--- config.mk ---
export PLATFORM = sky130hd
export DESIGN_NAME = svlm_lane_mux
export DESIGN_NICKNAME = d
export VERILOG_FILES = /design/src/rtl/svlm_pkg.sv /design/src/rtl/svlm_fifo.sv /design/src/rtl/svlm_lane_mux.sv
export SDC_FILE = /design/constraint.sdc
export NUM_CORES = 1
export LEC_CHECK = 0
export BUFFER_PORTS_ARGS = -buffer_cell sky130_fd_sc_hd__buf_2
export CAP_MARGIN = 20
export CELL_PAD_IN_SITES_DETAIL_PLACEMENT = 1
export CELL_PAD_IN_SITES_GLOBAL_PLACEMENT = 1
export CORE_ASPECT_RATIO = 0.75
export CORE_UTILIZATION = 40
export DETAILED_ROUTE_END_ITERATION = 16
export GPL_ROUTABILITY_DRIVEN = 1
export PLACE_DENSITY = 0.77
export SYNTH_ARGS = -nofsm -noshare
export SYNTH_HDL_FRONTEND = slang
export SYNTH_SLANG_ARGS = --single-unit
--- constraint.sdc ---
create_clock -name clk_in -period 3.6 [get_ports clk_in]
set_input_delay 0.18 -clock clk_in [delete_from_list [all_inputs] [get_ports clk_in]]
set_output_delay 0.18 -clock clk_in [all_outputs]
set_load 0.01 [all_outputs]
--- src/rtl/svlm_pkg.sv ---
// Package with lane map, strap levels and FIFO shape for the serial video lane mux.
package svlm_pkg;

  // Lane counts of the shared graphics port.
  localparam int unsigned LANES      = 16;
  localparam int unsigned LANE_W     = 4;
  localparam int unsigned LAST_LANE  = 15;

  // Transmit lane indices in the unreversed video-only arrangement.
  localparam logic [3:0] TX_B_RED    = 4'h0;
  localparam logic [3:0] TX_B_GREEN  = 4'h1;
  localparam logic [3:0] TX_B_BLUE   = 4'h2;
  localparam logic [3:0] TX_B_CLOCK  = 4'h3;
  localparam logic [3:0] TX_C_RED    = 4'h4;
  localparam logic [3:0] TX_C_GREEN  = 4'h5;
  localparam logic [3:0] TX_C_BLUE   = 4'h6;
  localparam logic [3:0] TX_C_CLOCK  = 4'h7;

  // Receive lane indices in the unreversed video-only arrangement.
  localparam logic [3:0] RX_TV_CLOCK = 4'h0;
  localparam logic [3:0] RX_B_IRQ    = 4'h1;
  localparam logic [3:0] RX_STALL    = 4'h2;
  localparam logic [3:0] RX_C_IRQ    = 4'h5;

  // Strap levels.
  localparam logic STRAP_REVERSED    = 1'b0;
  localparam logic STRAP_CONCURRENT  = 1'b1;

  // Video stream FIFO shape.
  localparam int unsigned PIX_W      = 8;
  localparam int unsigned FIFO_DEPTH = 16;

  // Reset values.
  localparam logic [15:0] LANES_RST  = 16'h0000;

  // Lane arrangement chosen by straps.
  typedef enum logic [1:0] {
    SVLM_VID_NORMAL,
    SVLM_VID_REVERSED,
    SVLM_CONC_NORMAL,
    SVLM_CONC_REVERSED
  } svlm_cfg_t;

endpackage

--- src/rtl/svlm_fifo.sv ---
// Parameterised valid/ready FIFO for the serial video word stream.
`timescale 1ns/1ps
module svlm_fifo
  import svlm_pkg::*;
#(
  parameter int unsigned WIDTH = 8,
  parameter int unsigned DEPTH = 16
)(
  input  wire logic             clk_in,
  input  wire logic             arst_n_in,
  input  wire logic [WIDTH-1:0] wr_data_in,
  input  wire logic             wr_valid_in,
  output logic                  wr_ready_out,
  output logic      [WIDTH-1:0] rd_data_out,
  output logic                  rd_valid_out,
  input  wire logic             rd_ready_in
);

  localparam int unsigned AW = $clog2(DEPTH);

  logic [WIDTH-1:0] mem_q [DEPTH];
  logic [AW-1:0]    wr_ptr_q;
  logic [AW-1:0]    rd_ptr_q;
  logic [AW:0]      count_q;
  logic             push;
  logic             pop;
  logic [AW:0]      count_d;
  logic             ready_q;

  // Ready is a flop fed from the next count, so the writer sees a clean
  // registered signal and the full boundary is still exact.
  assign wr_ready_out = ready_q;

  // Next occupancy; a push and a pop in one cycle leave it unchanged.
  always_comb
  begin
    count_d = count_q;
    if (push && !pop)
    begin
      count_d = count_q + 1'b1;
    end
    else if (pop && !push)
    begin
      count_d = count_q - 1'b1;
    end
  end
  assign rd_valid_out = (count_q != '0);
  assign rd_data_out  = mem_q[rd_ptr_q];
  assign push         = wr_valid_in && wr_ready_out;
  assign pop          = rd_valid_out && rd_ready_in;

  // Storage is written without reset; only the pointers, count and ready flag need a defined state.
  always_ff @(posedge clk_in)
  begin
    if (push)
    begin
      mem_q[wr_ptr_q] <= wr_data_in;
    end
  end

  // Pointer and count bookkeeping.
  always_ff @(posedge clk_in or negedge arst_n_in)
  begin
    if (!arst_n_in)
    begin
      wr_ptr_q <= '0;
      rd_ptr_q <= '0;
      count_q  <= '0;
      ready_q  <= 1'b1;
    end
    else
    begin
      if (push)
      begin
        wr_ptr_q <= (wr_ptr_q == AW'(DEPTH - 1)) ? '0 : wr_ptr_q + 1'b1;
      end
      if (pop)
      begin
        rd_ptr_q <= (rd_ptr_q == AW'(DEPTH - 1)) ? '0 : rd_ptr_q + 1'b1;
      end
      count_q <= count_d;
      ready_q <= (count_d < (AW+1)'(DEPTH));
    end
  end

endmodule // svlm_fifo

--- src/rtl/svlm_lane_mux.sv ---
// Serial video lane mux: steers two video channels and sideband inputs onto graphics port lanes.
//
// Behaviour
// RULE1 - Video outputs and sideband inputs travel on the same differential lanes as the graphics port.
// RULE2 - The control clock and data pins are dedicated and never pass through the lane mux.
// RULE3 - Unreversed video-only puts B red/green/blue/clock on tx 0-3, C on tx 4-7, sidebands on rx 0,1,2,5.
// RULE4 - Reversed video-only and concurrent-normal move lane n to 15-n; concurrent-reversed is unreversed.
// RULE5 - Each video signal leaves as a true line and its complement.
// RULE6 - The channel C red pair may carry channel B alpha instead of channel C red.
// RULE7 - The encoder supplies the TV sync clock on the receive pair the configuration assigns.
// RULE8 - The encoder signals channel B and channel C interrupts on separate receive pairs.
// RULE9 - The encoder drives field stall on its assigned receive pair so delivery can pause.
// RULE10 - Both sides drive the control clock and data lines only low and otherwise release them.
// RULE11 - A low lane-reversal strap selects reversed lane numbering, high selects normal numbering.
// RULE12 - The board holds the concurrent-select strap low; the high setting is reserved.
// RULE13 - Straps are sampled during reset and the lane assignment holds until the next reset.
`timescale 1ns/1ps
module svlm_lane_mux
  import svlm_pkg::*;
(
  input  wire logic              clk_in,
  input  wire logic              arst_n_in,
  input  wire logic              lane_reverse_strap_in,
  input  wire logic              concurrent_select_strap_in,
  input  wire logic              video_enable_in,
  input  wire logic              b_alpha_select_in,
  input  wire logic [PIX_W-1:0]  pix_data_in,
  input  wire logic              pix_valid_in,
  output logic                   pix_ready_out,
  input  wire logic [LANES-1:0]  gfx_port_tx_lane_in,
  output logic [LANES-1:0]       gfx_port_tx_lane_out,
  output logic [LANES-1:0]       gfx_port_tx_lane_n_out,
  input  wire logic [LANES-1:0]  gfx_port_rx_lane_in,
  output logic [LANES-1:0]       gfx_port_rx_lane_out,
  output logic                   tv_sync_clock_out,
  output logic                   tv_sync_edge_out,
  output logic                   chan_b_irq_out,
  output logic                   chan_c_irq_out,
  output logic                   field_stall_out,
  output logic [1:0]             lane_cfg_out,
  input  wire logic              ctl_bus_clock_in,
  output logic                   ctl_bus_clock_out,
  output logic                   ctl_bus_clock_oe_n_out,
  input  wire logic              ctl_bus_data_in,
  output logic                   ctl_bus_data_out,
  output logic                   ctl_bus_data_oe_n_out,
  input  wire logic              ctl_clock_drive_low_in,
  input  wire logic              ctl_data_drive_low_in,
  output logic                   ctl_bus_clock_sync_out,
  output logic                   ctl_bus_data_sync_out
);

  // Map a lane index through the reversal choice.
  function automatic logic [3:0] lane_of(input logic [3:0] idx, input logic rev);
    lane_of = rev ? 4'(LAST_LANE - idx) : idx;
  endfunction

  logic             rst_seen_q;
  logic             strap_rev_q;
  logic             strap_conc_q;
  logic             map_rev_q;
  logic [LANES-1:0] rx_meta_q;
  logic [LANES-1:0] rx_sync_q;
  logic [1:0]       ctl_meta_q;
  logic [1:0]       ctl_sync_q;
  logic             tv_prev_q;
  logic [PIX_W-1:0] fifo_data;
  logic             fifo_valid;
  logic             fifo_ready;
  logic [PIX_W-1:0] shift_q;
  logic [2:0]       bit_q;
  logic             word_live_q;
  logic             stall_now;
  logic [7:0]       video_bits;
  logic [LANES-1:0] tx_d;
  logic             map_rev_d;
  logic [1:0]       strap_meta_q;
  logic [1:0]       strap_sync_q;

  // Strap pins are asynchronous levels; these two flops run even during
  // reset, so the synced value at release is the one held during reset.
  always_ff @(posedge clk_in)
  begin
    strap_meta_q <= {concurrent_select_strap_in, lane_reverse_strap_in};
    strap_sync_q <= strap_meta_q;
  end

  // The synced straps are taken on the first clock after reset release and
  // never again, so a strap that moves later cannot remap live lanes.
  always_ff @(posedge clk_in or negedge arst_n_in)
  begin
    if (!arst_n_in)
    begin
      rst_seen_q   <= 1'b0;
      strap_rev_q  <= 1'b0;
      strap_conc_q <= 1'b0;
      map_rev_q    <= 1'b0;
    end
    else if (!rst_seen_q)
    begin
      rst_seen_q   <= 1'b1;                                           // RULE13
      strap_rev_q  <= (strap_sync_q[0] == STRAP_REVERSED);            // RULE11
      strap_conc_q <= (strap_sync_q[1] == STRAP_CONCURRENT);
      map_rev_q    <= map_rev_d;
    end
  end

  // Reversed video-only and concurrent-normal both use 15-n; the reserved
  // concurrent setting is still decoded so a misstrapped board stays sane.
  assign map_rev_d = (strap_sync_q[1] == STRAP_CONCURRENT)
                   ^ (strap_sync_q[0] == STRAP_REVERSED);             // RULE4

  // Two-flop synchronisers for every receive lane and both control pins.
  always_ff @(posedge clk_in or negedge arst_n_in)
  begin
    if (!arst_n_in)
    begin
      rx_meta_q  <= LANES_RST;
      rx_sync_q  <= LANES_RST;
      ctl_meta_q <= 2'h3;
      ctl_sync_q <= 2'h3;
    end
    else
    begin
      rx_meta_q  <= gfx_port_rx_lane_in;
      rx_sync_q  <= rx_meta_q;
      ctl_meta_q <= {ctl_bus_data_in, ctl_bus_clock_in};
      ctl_sync_q <= ctl_meta_q;
    end
  end

  // The output FIFO absorbs bursts; field stall holds back the serialiser.
  svlm_fifo #(
    .WIDTH (PIX_W),
    .DEPTH (FIFO_DEPTH)
  ) u_fifo (
    .clk_in       (clk_in),
    .arst_n_in    (arst_n_in),
    .wr_data_in   (pix_data_in),
    .wr_valid_in  (pix_valid_in),
    .wr_ready_out (pix_ready_out),
    .rd_data_out  (fifo_data),
    .rd_valid_out (fifo_valid),
    .rd_ready_in  (fifo_ready)
  );

  assign stall_now  = rx_sync_q[lane_of(RX_STALL, map_rev_q)];        // RULE9
  assign fifo_ready = video_enable_in && !stall_now && (!word_live_q || bit_q == 3'h7);

  // Each word goes out one bit per clock on the six colour lanes, C red excepted when alpha is selected; a word
  // completes before stall takes effect so fields are never torn mid-word.
  always_ff @(posedge clk_in or negedge arst_n_in)
  begin
    if (!arst_n_in)
    begin
      shift_q     <= '0;
      bit_q       <= 3'h0;
      word_live_q <= 1'b0;
    end
    else if (fifo_valid && fifo_ready)
    begin
      shift_q     <= fifo_data;
      bit_q       <= 3'h0;
      word_live_q <= 1'b1;
    end
    else if (word_live_q)
    begin
      bit_q       <= bit_q + 3'h1;
      word_live_q <= (bit_q != 3'h7);
    end
  end

  // Video bits in unreversed order: B red, green, blue, clock, then C.
  always_comb
  begin
    video_bits    = 8'h00;
    video_bits[0] = word_live_q && shift_q[bit_q];
    video_bits[1] = word_live_q && shift_q[bit_q];
    video_bits[2] = word_live_q && shift_q[bit_q];
    video_bits[3] = word_live_q && !bit_q[0];
    video_bits[4] = word_live_q && (b_alpha_select_in ? shift_q[7] : shift_q[bit_q]); // RULE6
    video_bits[5] = word_live_q && shift_q[bit_q];
    video_bits[6] = word_live_q && shift_q[bit_q];
    video_bits[7] = word_live_q && !bit_q[0];
  end

  // Lane steering: with video enabled, video owns the eight mapped lanes and the port keeps the rest; otherwise the port keeps all.
  always_comb
  begin
    tx_d = gfx_port_tx_lane_in;
    if (video_enable_in)
    begin
      for (int i = 0; i < 8; i++)
      begin
        tx_d[lane_of(4'(i), map_rev_q)] = video_bits[i];           // RULE1 RULE3 RULE4
      end
    end
  end

  // Registered differential pairs, true line and complement.
  always_ff @(posedge clk_in or negedge arst_n_in)
  begin
    if (!arst_n_in)
    begin
      gfx_port_tx_lane_out   <= LANES_RST;
      gfx_port_tx_lane_n_out <= ~LANES_RST;
    end
    else
    begin
      gfx_port_tx_lane_out   <= tx_d;
      gfx_port_tx_lane_n_out <= ~tx_d;                                // RULE5
    end
  end

  // Sideband inputs are picked from the lanes the configuration assigns.
  always_ff @(posedge clk_in or negedge arst_n_in)
  begin
    if (!arst_n_in)
    begin
      gfx_port_rx_lane_out <= LANES_RST;
      tv_sync_clock_out    <= 1'b0;
      tv_prev_q            <= 1'b0;
      tv_sync_edge_out     <= 1'b0;
      chan_b_irq_out       <= 1'b0;
      chan_c_irq_out       <= 1'b0;
      field_stall_out      <= 1'b0;
      lane_cfg_out         <= 2'h0;
    end
    else
    begin
      gfx_port_rx_lane_out <= rx_sync_q;
      tv_sync_clock_out    <= rx_sync_q[lane_of(RX_TV_CLOCK, map_rev_q)]; // RULE7
      tv_prev_q            <= rx_sync_q[lane_of(RX_TV_CLOCK, map_rev_q)];
      tv_sync_edge_out     <= rx_sync_q[lane_of(RX_TV_CLOCK, map_rev_q)] && !tv_prev_q;
      chan_b_irq_out       <= rx_sync_q[lane_of(RX_B_IRQ, map_rev_q)];    // RULE8
      chan_c_irq_out       <= rx_sync_q[lane_of(RX_C_IRQ, map_rev_q)];    // RULE8
      field_stall_out      <= stall_now;
      lane_cfg_out         <= {strap_conc_q, strap_rev_q};
    end
  end

  // Open-drain control pins bypass the mux: output is always low and the
  // enable (active low) opens only to pull the line down.
  always_ff @(posedge clk_in or negedge arst_n_in)
  begin
    if (!arst_n_in)
    begin
      ctl_bus_clock_out      <= 1'b0;
      ctl_bus_clock_oe_n_out <= 1'b1;
      ctl_bus_data_out       <= 1'b0;
      ctl_bus_data_oe_n_out  <= 1'b1;
      ctl_bus_clock_sync_out <= 1'b1;
      ctl_bus_data_sync_out  <= 1'b1;
    end
    else
    begin
      ctl_bus_clock_out      <= 1'b0;                                 // RULE10
      ctl_bus_clock_oe_n_out <= !ctl_clock_drive_low_in;              // RULE2 RULE10
      ctl_bus_data_out       <= 1'b0;
      ctl_bus_data_oe_n_out  <= !ctl_data_drive_low_in;               // RULE2 RULE10
      ctl_bus_clock_sync_out <= ctl_sync_q[0];
      ctl_bus_data_sync_out  <= ctl_sync_q[1];
    end
  end

  // Checks.
  // The configuration output lags the capture by one clock, hence the two-deep look back.
  cfg_held_a: assert property (@(posedge clk_in) disable iff (!arst_n_in) // RULE13
    rst_seen_q && $past(rst_seen_q, 2) |-> $stable(map_rev_q) && $stable(lane_cfg_out))
    else $error("Lane configuration changed after capture");
  pair_compl_a: assert property (@(posedge clk_in) disable iff (!arst_n_in) // RULE5
    gfx_port_tx_lane_n_out == ~gfx_port_tx_lane_out)
    else $error("Lane complement mismatch");
  b_red_lane_a: assert property (@(posedge clk_in) disable iff (!arst_n_in) // RULE3
    video_enable_in && rst_seen_q |=> gfx_port_tx_lane_out[map_rev_q ? 15 : 0] == $past(video_bits[0]))
    else $error("Channel B red on wrong lane");
  c_clock_rev_a: assert property (@(posedge clk_in) disable iff (!arst_n_in) // RULE4
    video_enable_in && map_rev_q |=> gfx_port_tx_lane_out[8] == $past(video_bits[7]))
    else $error("Channel C clock not on lane 8 when reversed");
  rev_strap_a: assert property (@(posedge clk_in) disable iff (!arst_n_in) // RULE4
    rst_seen_q |-> map_rev_q == (strap_rev_q ^ strap_conc_q))
    else $error("Reversal decode wrong");
  c_irq_pick_a: assert property (@(posedge clk_in) disable iff (!arst_n_in) // RULE8
    rst_seen_q |=> chan_c_irq_out == $past(rx_sync_q[map_rev_q ? 10 : 5]))
    else $error("Channel C interrupt taken from wrong lane");
  b_irq_pick_a: assert property (@(posedge clk_in) disable iff (!arst_n_in) // RULE8
    rst_seen_q |=> chan_b_irq_out == $past(rx_sync_q[map_rev_q ? 14 : 1]))
    else $error("Channel B interrupt taken from wrong lane");
  tv_pick_a: assert property (@(posedge clk_in) disable iff (!arst_n_in) // RULE7
    rst_seen_q |=> tv_sync_clock_out == $past(rx_sync_q[map_rev_q ? 15 : 0]))
    else $error("TV clock taken from wrong lane");
  stall_pick_a: assert property (@(posedge clk_in) disable iff (!arst_n_in) // RULE9
    rst_seen_q |=> field_stall_out == $past(rx_sync_q[map_rev_q ? 13 : 2]))
    else $error("Field stall taken from wrong lane");
  stall_hold_a: assert property (@(posedge clk_in) disable iff (!arst_n_in) // RULE9
    stall_now && (!word_live_q || bit_q == 3'h7) |=> !word_live_q)
    else $error("Word started during field stall");
  od_low_a: assert property (@(posedge clk_in) disable iff (!arst_n_in) // RULE10
    rst_seen_q |-> !ctl_bus_clock_out && !ctl_bus_data_out
      && (ctl_bus_clock_oe_n_out == !$past(ctl_clock_drive_low_in))
      && (ctl_bus_data_oe_n_out == !$past(ctl_data_drive_low_in)))
    else $error("Control pin driven high or pulled without request");
  alpha_cov_c: cover property (@(posedge clk_in) disable iff (!arst_n_in) b_alpha_select_in && word_live_q);
  tv_cov_c: cover property (@(posedge clk_in) disable iff (!arst_n_in) tv_sync_edge_out);
  stall_cov_c: cover property (@(posedge clk_in) disable iff (!arst_n_in) stall_now && fifo_valid);
  rev_cov_c: cover property (@(posedge clk_in) disable iff (!arst_n_in) map_rev_q && video_enable_in);

endmodule // svlm_lane_mux

[Word level (Yosys, flattened, before mapping)]
Memories as Yosys holds them, arrays and structs flattened. A register that Yosys moved wholly into a read port is not among the register bits.
Index checks and enable logic that the tools add are counted.
Storage, ports and cells
  register bits: 121
  RAM bits: 128
  bits of input ports: 51
  output and inout bits: 62
  word-level logic and storage cells: 144
  memories kept: 1
Cells by class
  $add $sub $neg: 5
  order comparisons: 18
  equal/unequal tests: 4
  muxes and demuxes: 54
  bitwise operators: 3
  reductions and logical operators: 30
Memory list
  u_fifo.mem_q: depth 16, bits a word 8, rd ports 1, clocked after Yosys merged registers in 1, wr ports 1, RTL line svlm_fifo.sv:21  | logic [WIDTH-1:0] mem_q [DEPTH];
Operators with widths (number)
  $bwmux W16: 8
  $lt A4 B5 Y1 const B: 8
  $mux W4: 10
  $demux W1 S4: 8
  $ge A4 B1 Y1 const B: 8
  $logic_and A1 B1 Y1: 18
  $mux W1: 18
  $bmux W1 S4: 4
  $mux W16: 1
  $not A16 Y16: 1
  $mux W5: 2
  $logic_not A1 Y1: 9
  $add A4 B1 Y4 const B: 2
  $eq A4 B4 Y1 const B: 2
  $mux W3: 2
  $add A5 B1 Y5 const B: 1
  $lt A5 B5 Y1 const B: 1
  $reduce_bool A5 Y1: 1
  $sub A5 B1 Y5 const B: 1
  $lt A3 B4 Y1 const B: 1
  $add A3 B1 Y3 const B: 1
  $bmux W1 S3: 1
  $eq A3 B3 Y1 const B: 1
  $ne A3 B3 Y1 const B: 1
  other kinds (4): 4

[Longest topological paths before layout]
  word-level depth: 15
  mapped depth: 11
  mapped depth without buffers: 10

[By module]
A second synthesis with hierarchy kept.
Unflattened totals
  cells, all modules: 534
  area, all modules: 9502.9 µm²
Modules (own cells, without submodules)
  svlm_fifo: times used 1, cells each 318, area each 5819.3 µm², seq. area each 4195.3 µm²
  svlm_lane_mux: times used 1, cells each 216, area each 3683.5 µm², seq. area each 2887.8 µm²

[Worst setup path after synthesis]
Ideal clock, no wire load.
  path type: reg2reg
  start point: reg u_fifo.count_q[0]
  end point: reg with a tool-made name
  setup time: 0.129 ns
  arrival: 2.373 ns
  data required time: 3.471 ns
  setup slack: 1.098 ns
  stages on the path, launching flop included: 12
  buffers on the path: 2
  period minus slack after synthesis: 2.502 ns
  cells stage by stage: dfrtp_1 inv_1 ha_1 or3b_1 o2111ai_2 buf_2 ha_1 clkbuf_1 nand2b_1 o22ai_1 a21oi_1 a21oi_1
RTL lines
  from (decl): RTL line svlm_fifo.sv:24  | logic [AW:0] count_q;
  from (signal assigned): RTL line svlm_fifo.sv:81  | count_q <= count_d;

==> metrics.cfg <==
[timing]
fin_tns_setup_ps=0
setup_violations=0
fmax_mhz=321
worst_pin_slew_ps=763
final.setup_skew_ps=17.7
hold_viol_final=0
whs_ps=41.1
rsz0062_at_grt=false
fin_crit_ps=3120
timing.final.crit_share_pct=86.6
drv_slew=0
slew-limit-headroom_pct=49.2

[floorplanning]
io_pins=113
start_util_pct=41.5
fp.dieH_um=134
num_rows=47
fp.coreArea_um2=22500
die_w_um=178
fp.dieArea_um2=23900

[logic_synthesis]
yosysUniqueCellTypes=49
synthSimpleGateAreaFrac_pct=4.59
yosys.cell_count.top_type=edfxtp_1
synth_compound_area_share_pct=5.15
ys_top_cells_by_area=edfxtp_1 41%, dfrtp_1 27%, mux4_2 7.7%, dfstp_2 7.0%, a21oi_1 1.5%
yosys_warnings=0
postSynthCellCount=521
async_flop_share_pct=48.6
synth_xor_area_share_pct=0.469
synth-adder-area-share_pct=1.48
synthMuxAreaShare_pct=10.1
syn-cell-area_um2=9330
yosysSeqAreaShare_pct=75.9
synth_top_area_share_pct=41.2
ys_ff_latch=257
syn_avg_cell_area_um2=17.9
yosys-top-cells-count=128 x edfxtp_1, 100 x dfrtp_1, 32 x mux4_2
synth_top_family_by_area=multiplexers
ys.flop_type=edfxtp_1
synth_area_leader_cell=edfxtp_1
synth_edf_count=128

[drt]
routed_wl_um=21600
viasPerCell=5.17
drcViolationCount=0
dr_total_vias=5150
wl_per_cell_um=21.7
ant_nets=0
drt_iter0_markers=378
dr.pass1.iters=4

[critical_path]
crit_chain=inv_1, ha_1, or3b_1, o2111ai_2, inv_1, ha_1, nand2b_1, o22ai_1, a21oi_1, a21oi_1
worstSetupStartpointType=flop
crit_type=reg2reg
critPathMaxStageDelay_ps=510
crit_arrival_ps=3510
cp.required_ps=3990
slowest_stage=o2111ai_2
startpoint=u_fifo.count_q[0]$_DFFE_PN0P_
end_kind=flop
r2r-start=u_fifo.count_q[0]$_DFFE_PN0P_
worstPathMaxFanout=12

[power_and_ir_drop]
swShare_pct=29.1
clockPowerShare_pct=32.4
irDropWorstVdd_mv=0.478
p_int_uw=5970
cellPowerDensity_nw_per_um2=736
finalPower_uw=8410
p_leak_uw=0.00460
p_comb_share_pct=22.7
power.switching_uw=2450
p_seq_share_pct=44.9

[grt]
grt_pass1_wl_um=33300
antenna_found_initial=0
track_usage_pct=18.5
grt_pass1_vias=5718
grt-ovfl-total=0
grt_max_degree=63

[flow_run]
maxCapViolations=0

[finish]
n_antenna_cell=0
syn_to_final_growth_pct=22.6
fin_nets=745
drive_gt1_share_pct=31.8
fin_cells=996

[clocking]
clock_path_buffers=3
cts_hold_buf=41
cts_resized=0
postCtsSetupBuffers=0
clk_pin_slew_ps=70
numCtsBuffers=25
ctsRootBufferMaster=clkbuf_16
cts.sinks=257
h-tree-depth=1
clk_latency_ps=530
cts_tree=done

[hold_path]
min-delay-start=pix_data_in[6]
hold_path_class=in2reg

[placement]
dp_hpwl_um=13900
dp.cells=909
gp_congestion=0.788
io_buffer_count=110

[run_status]
status=complete, no violations

## power by group through the flow
| stage | clock, uW | combinational (uW) | sequential (uW) |
|---|---|---|---|
| 6_report | 2720 | 1910 | 3780 |
| 5_1_grt | 2860 | 2080 | 3810 |
| 4_1_cts | 2770 | 1940 | 3780 |
| 3_5_place_dp | 0 | 1860 | 3820 |
| 3_3_place_gp | 0 | 1770 | 3770 |
| 2_1_floorplan | 0 | 1300 | 3750 |
## logic make-up (layout without fill, tap and decap cells)
kind of cell	count (synthesis)	count (layout)
adder cells (fa/ha/maj)	11	11
AO/OA/AOI/OAI	73	73
XOR/XNOR	5	5
flip-flops	257	257
buffers and inverters	40	220
multiplexers	50	50
AND/OR/NAND/NOR	83	83
other	2	3
## final cells by class
class                      count  area (um^2)
fill                        2133        11000
sequential                   257         7080
multi-input combinational    225         2040
timing repair buffer         157         1010
clock buffer                  31          711
tap                          294          368
clock inverter                15          160
inverter                      17         63.8
## cells in the final DEF, fill, tap and decap left out, types with 2 or more instances in the layout
cell type      Yosys  layout
bufinv_16          0       3
buf_2              6     109
nand4_1            2       2
a22o_1             8       8
nand2_1           29      29
clkbuf_16          0      27
edfxtp_1         128     128
and3_1             5       5
o31ai_1            2       2
o21ai_0           10      10
inv_1             16      16
ha_1              11      11
a21oi_1           28      28
clkbuf_1           6       2
clkinvlp_4         0       2
clkinv_2           0       4
mux4_2            32      32
buf_4              5       7
conb_1             2       3
nor2_1            10      10
mux2i_1           11      11
a21o_1            11      11
clkinvlp_2         0       2
nor2_2             2       2
dfxtp_1            4       4
a221o_1            2       2
mux4_1             2       2
mux2_2             4       4
xnor2_1            4       4
clkbuf_8           0       2
nand2b_1           3       3
nand3_1            6       6
and2_1            12      12
nand3b_1           9       9
nor2b_1            2       2
dfrtp_1          100     100
dfstp_2           25      25
clkinv_1           1       3
a221oi_1           3       3
dlygate4sd3_1      0      41
## registers in the layout, indices dropped and copies added (netlist names), 8 cells and up, named ones only
register / count
rx_meta_q: 16
shift_q: 8
gfx_port_rx_lane_out: 16
u_fifo.mem_q: 128
gfx_port_tx_lane_n_out: 16
rx_sync_q: 16
gfx_port_tx_lane_out: 16
## critical path, delay by kind of cell (launching register included)
family / cells / cell delay [ps]
AO/OA/AOI/OAI: 4 / 890
AND/OR/NAND/NOR: 2 / 620
adder cells (fa/ha/maj): 2 / 590
flip-flops: 1 / 440
buffers and inverters: 2 / 440
## metal layers
layer  up-vias  part of all wire (%)  global-route usage [%]
met5         -                     0                       0
met1      2733                    43                    24.9
met2       122                    51                    31.6
met4         0                   1.6                    4.28
met3        33                   4.6                    3.00
li1       2262                     -                       -
## stage by stage
step                      instance area, um^2  setup slack [ps]  utilization (%)
after floorplan                          9330              1100                -
after global placement                  10200               899             45.2
after detailed placement                10200               649             45.2
after CTS                               11400               523             50.9
after global routing                    11400               374             50.9
final                                   11400               481             50.9
## path summary, 6_finish.rpt
path,endpoint,slack (ps),cells after the start
min in group asynchronous,rx_meta_q[8]$_DFF_PN0_,300,2
max,flop,480,10
max in group asynchronous,ctl_meta_q[1]$_DFF_PN1_,2340,3
min,u_fifo.mem_q[14][6]$_DFFE_PP_,40,1
min reg2reg,strap_sync_q[0]$_DFF_P_,330,0
max reg2reg,flop,480,10
Power figures use the tool's default switching activity.
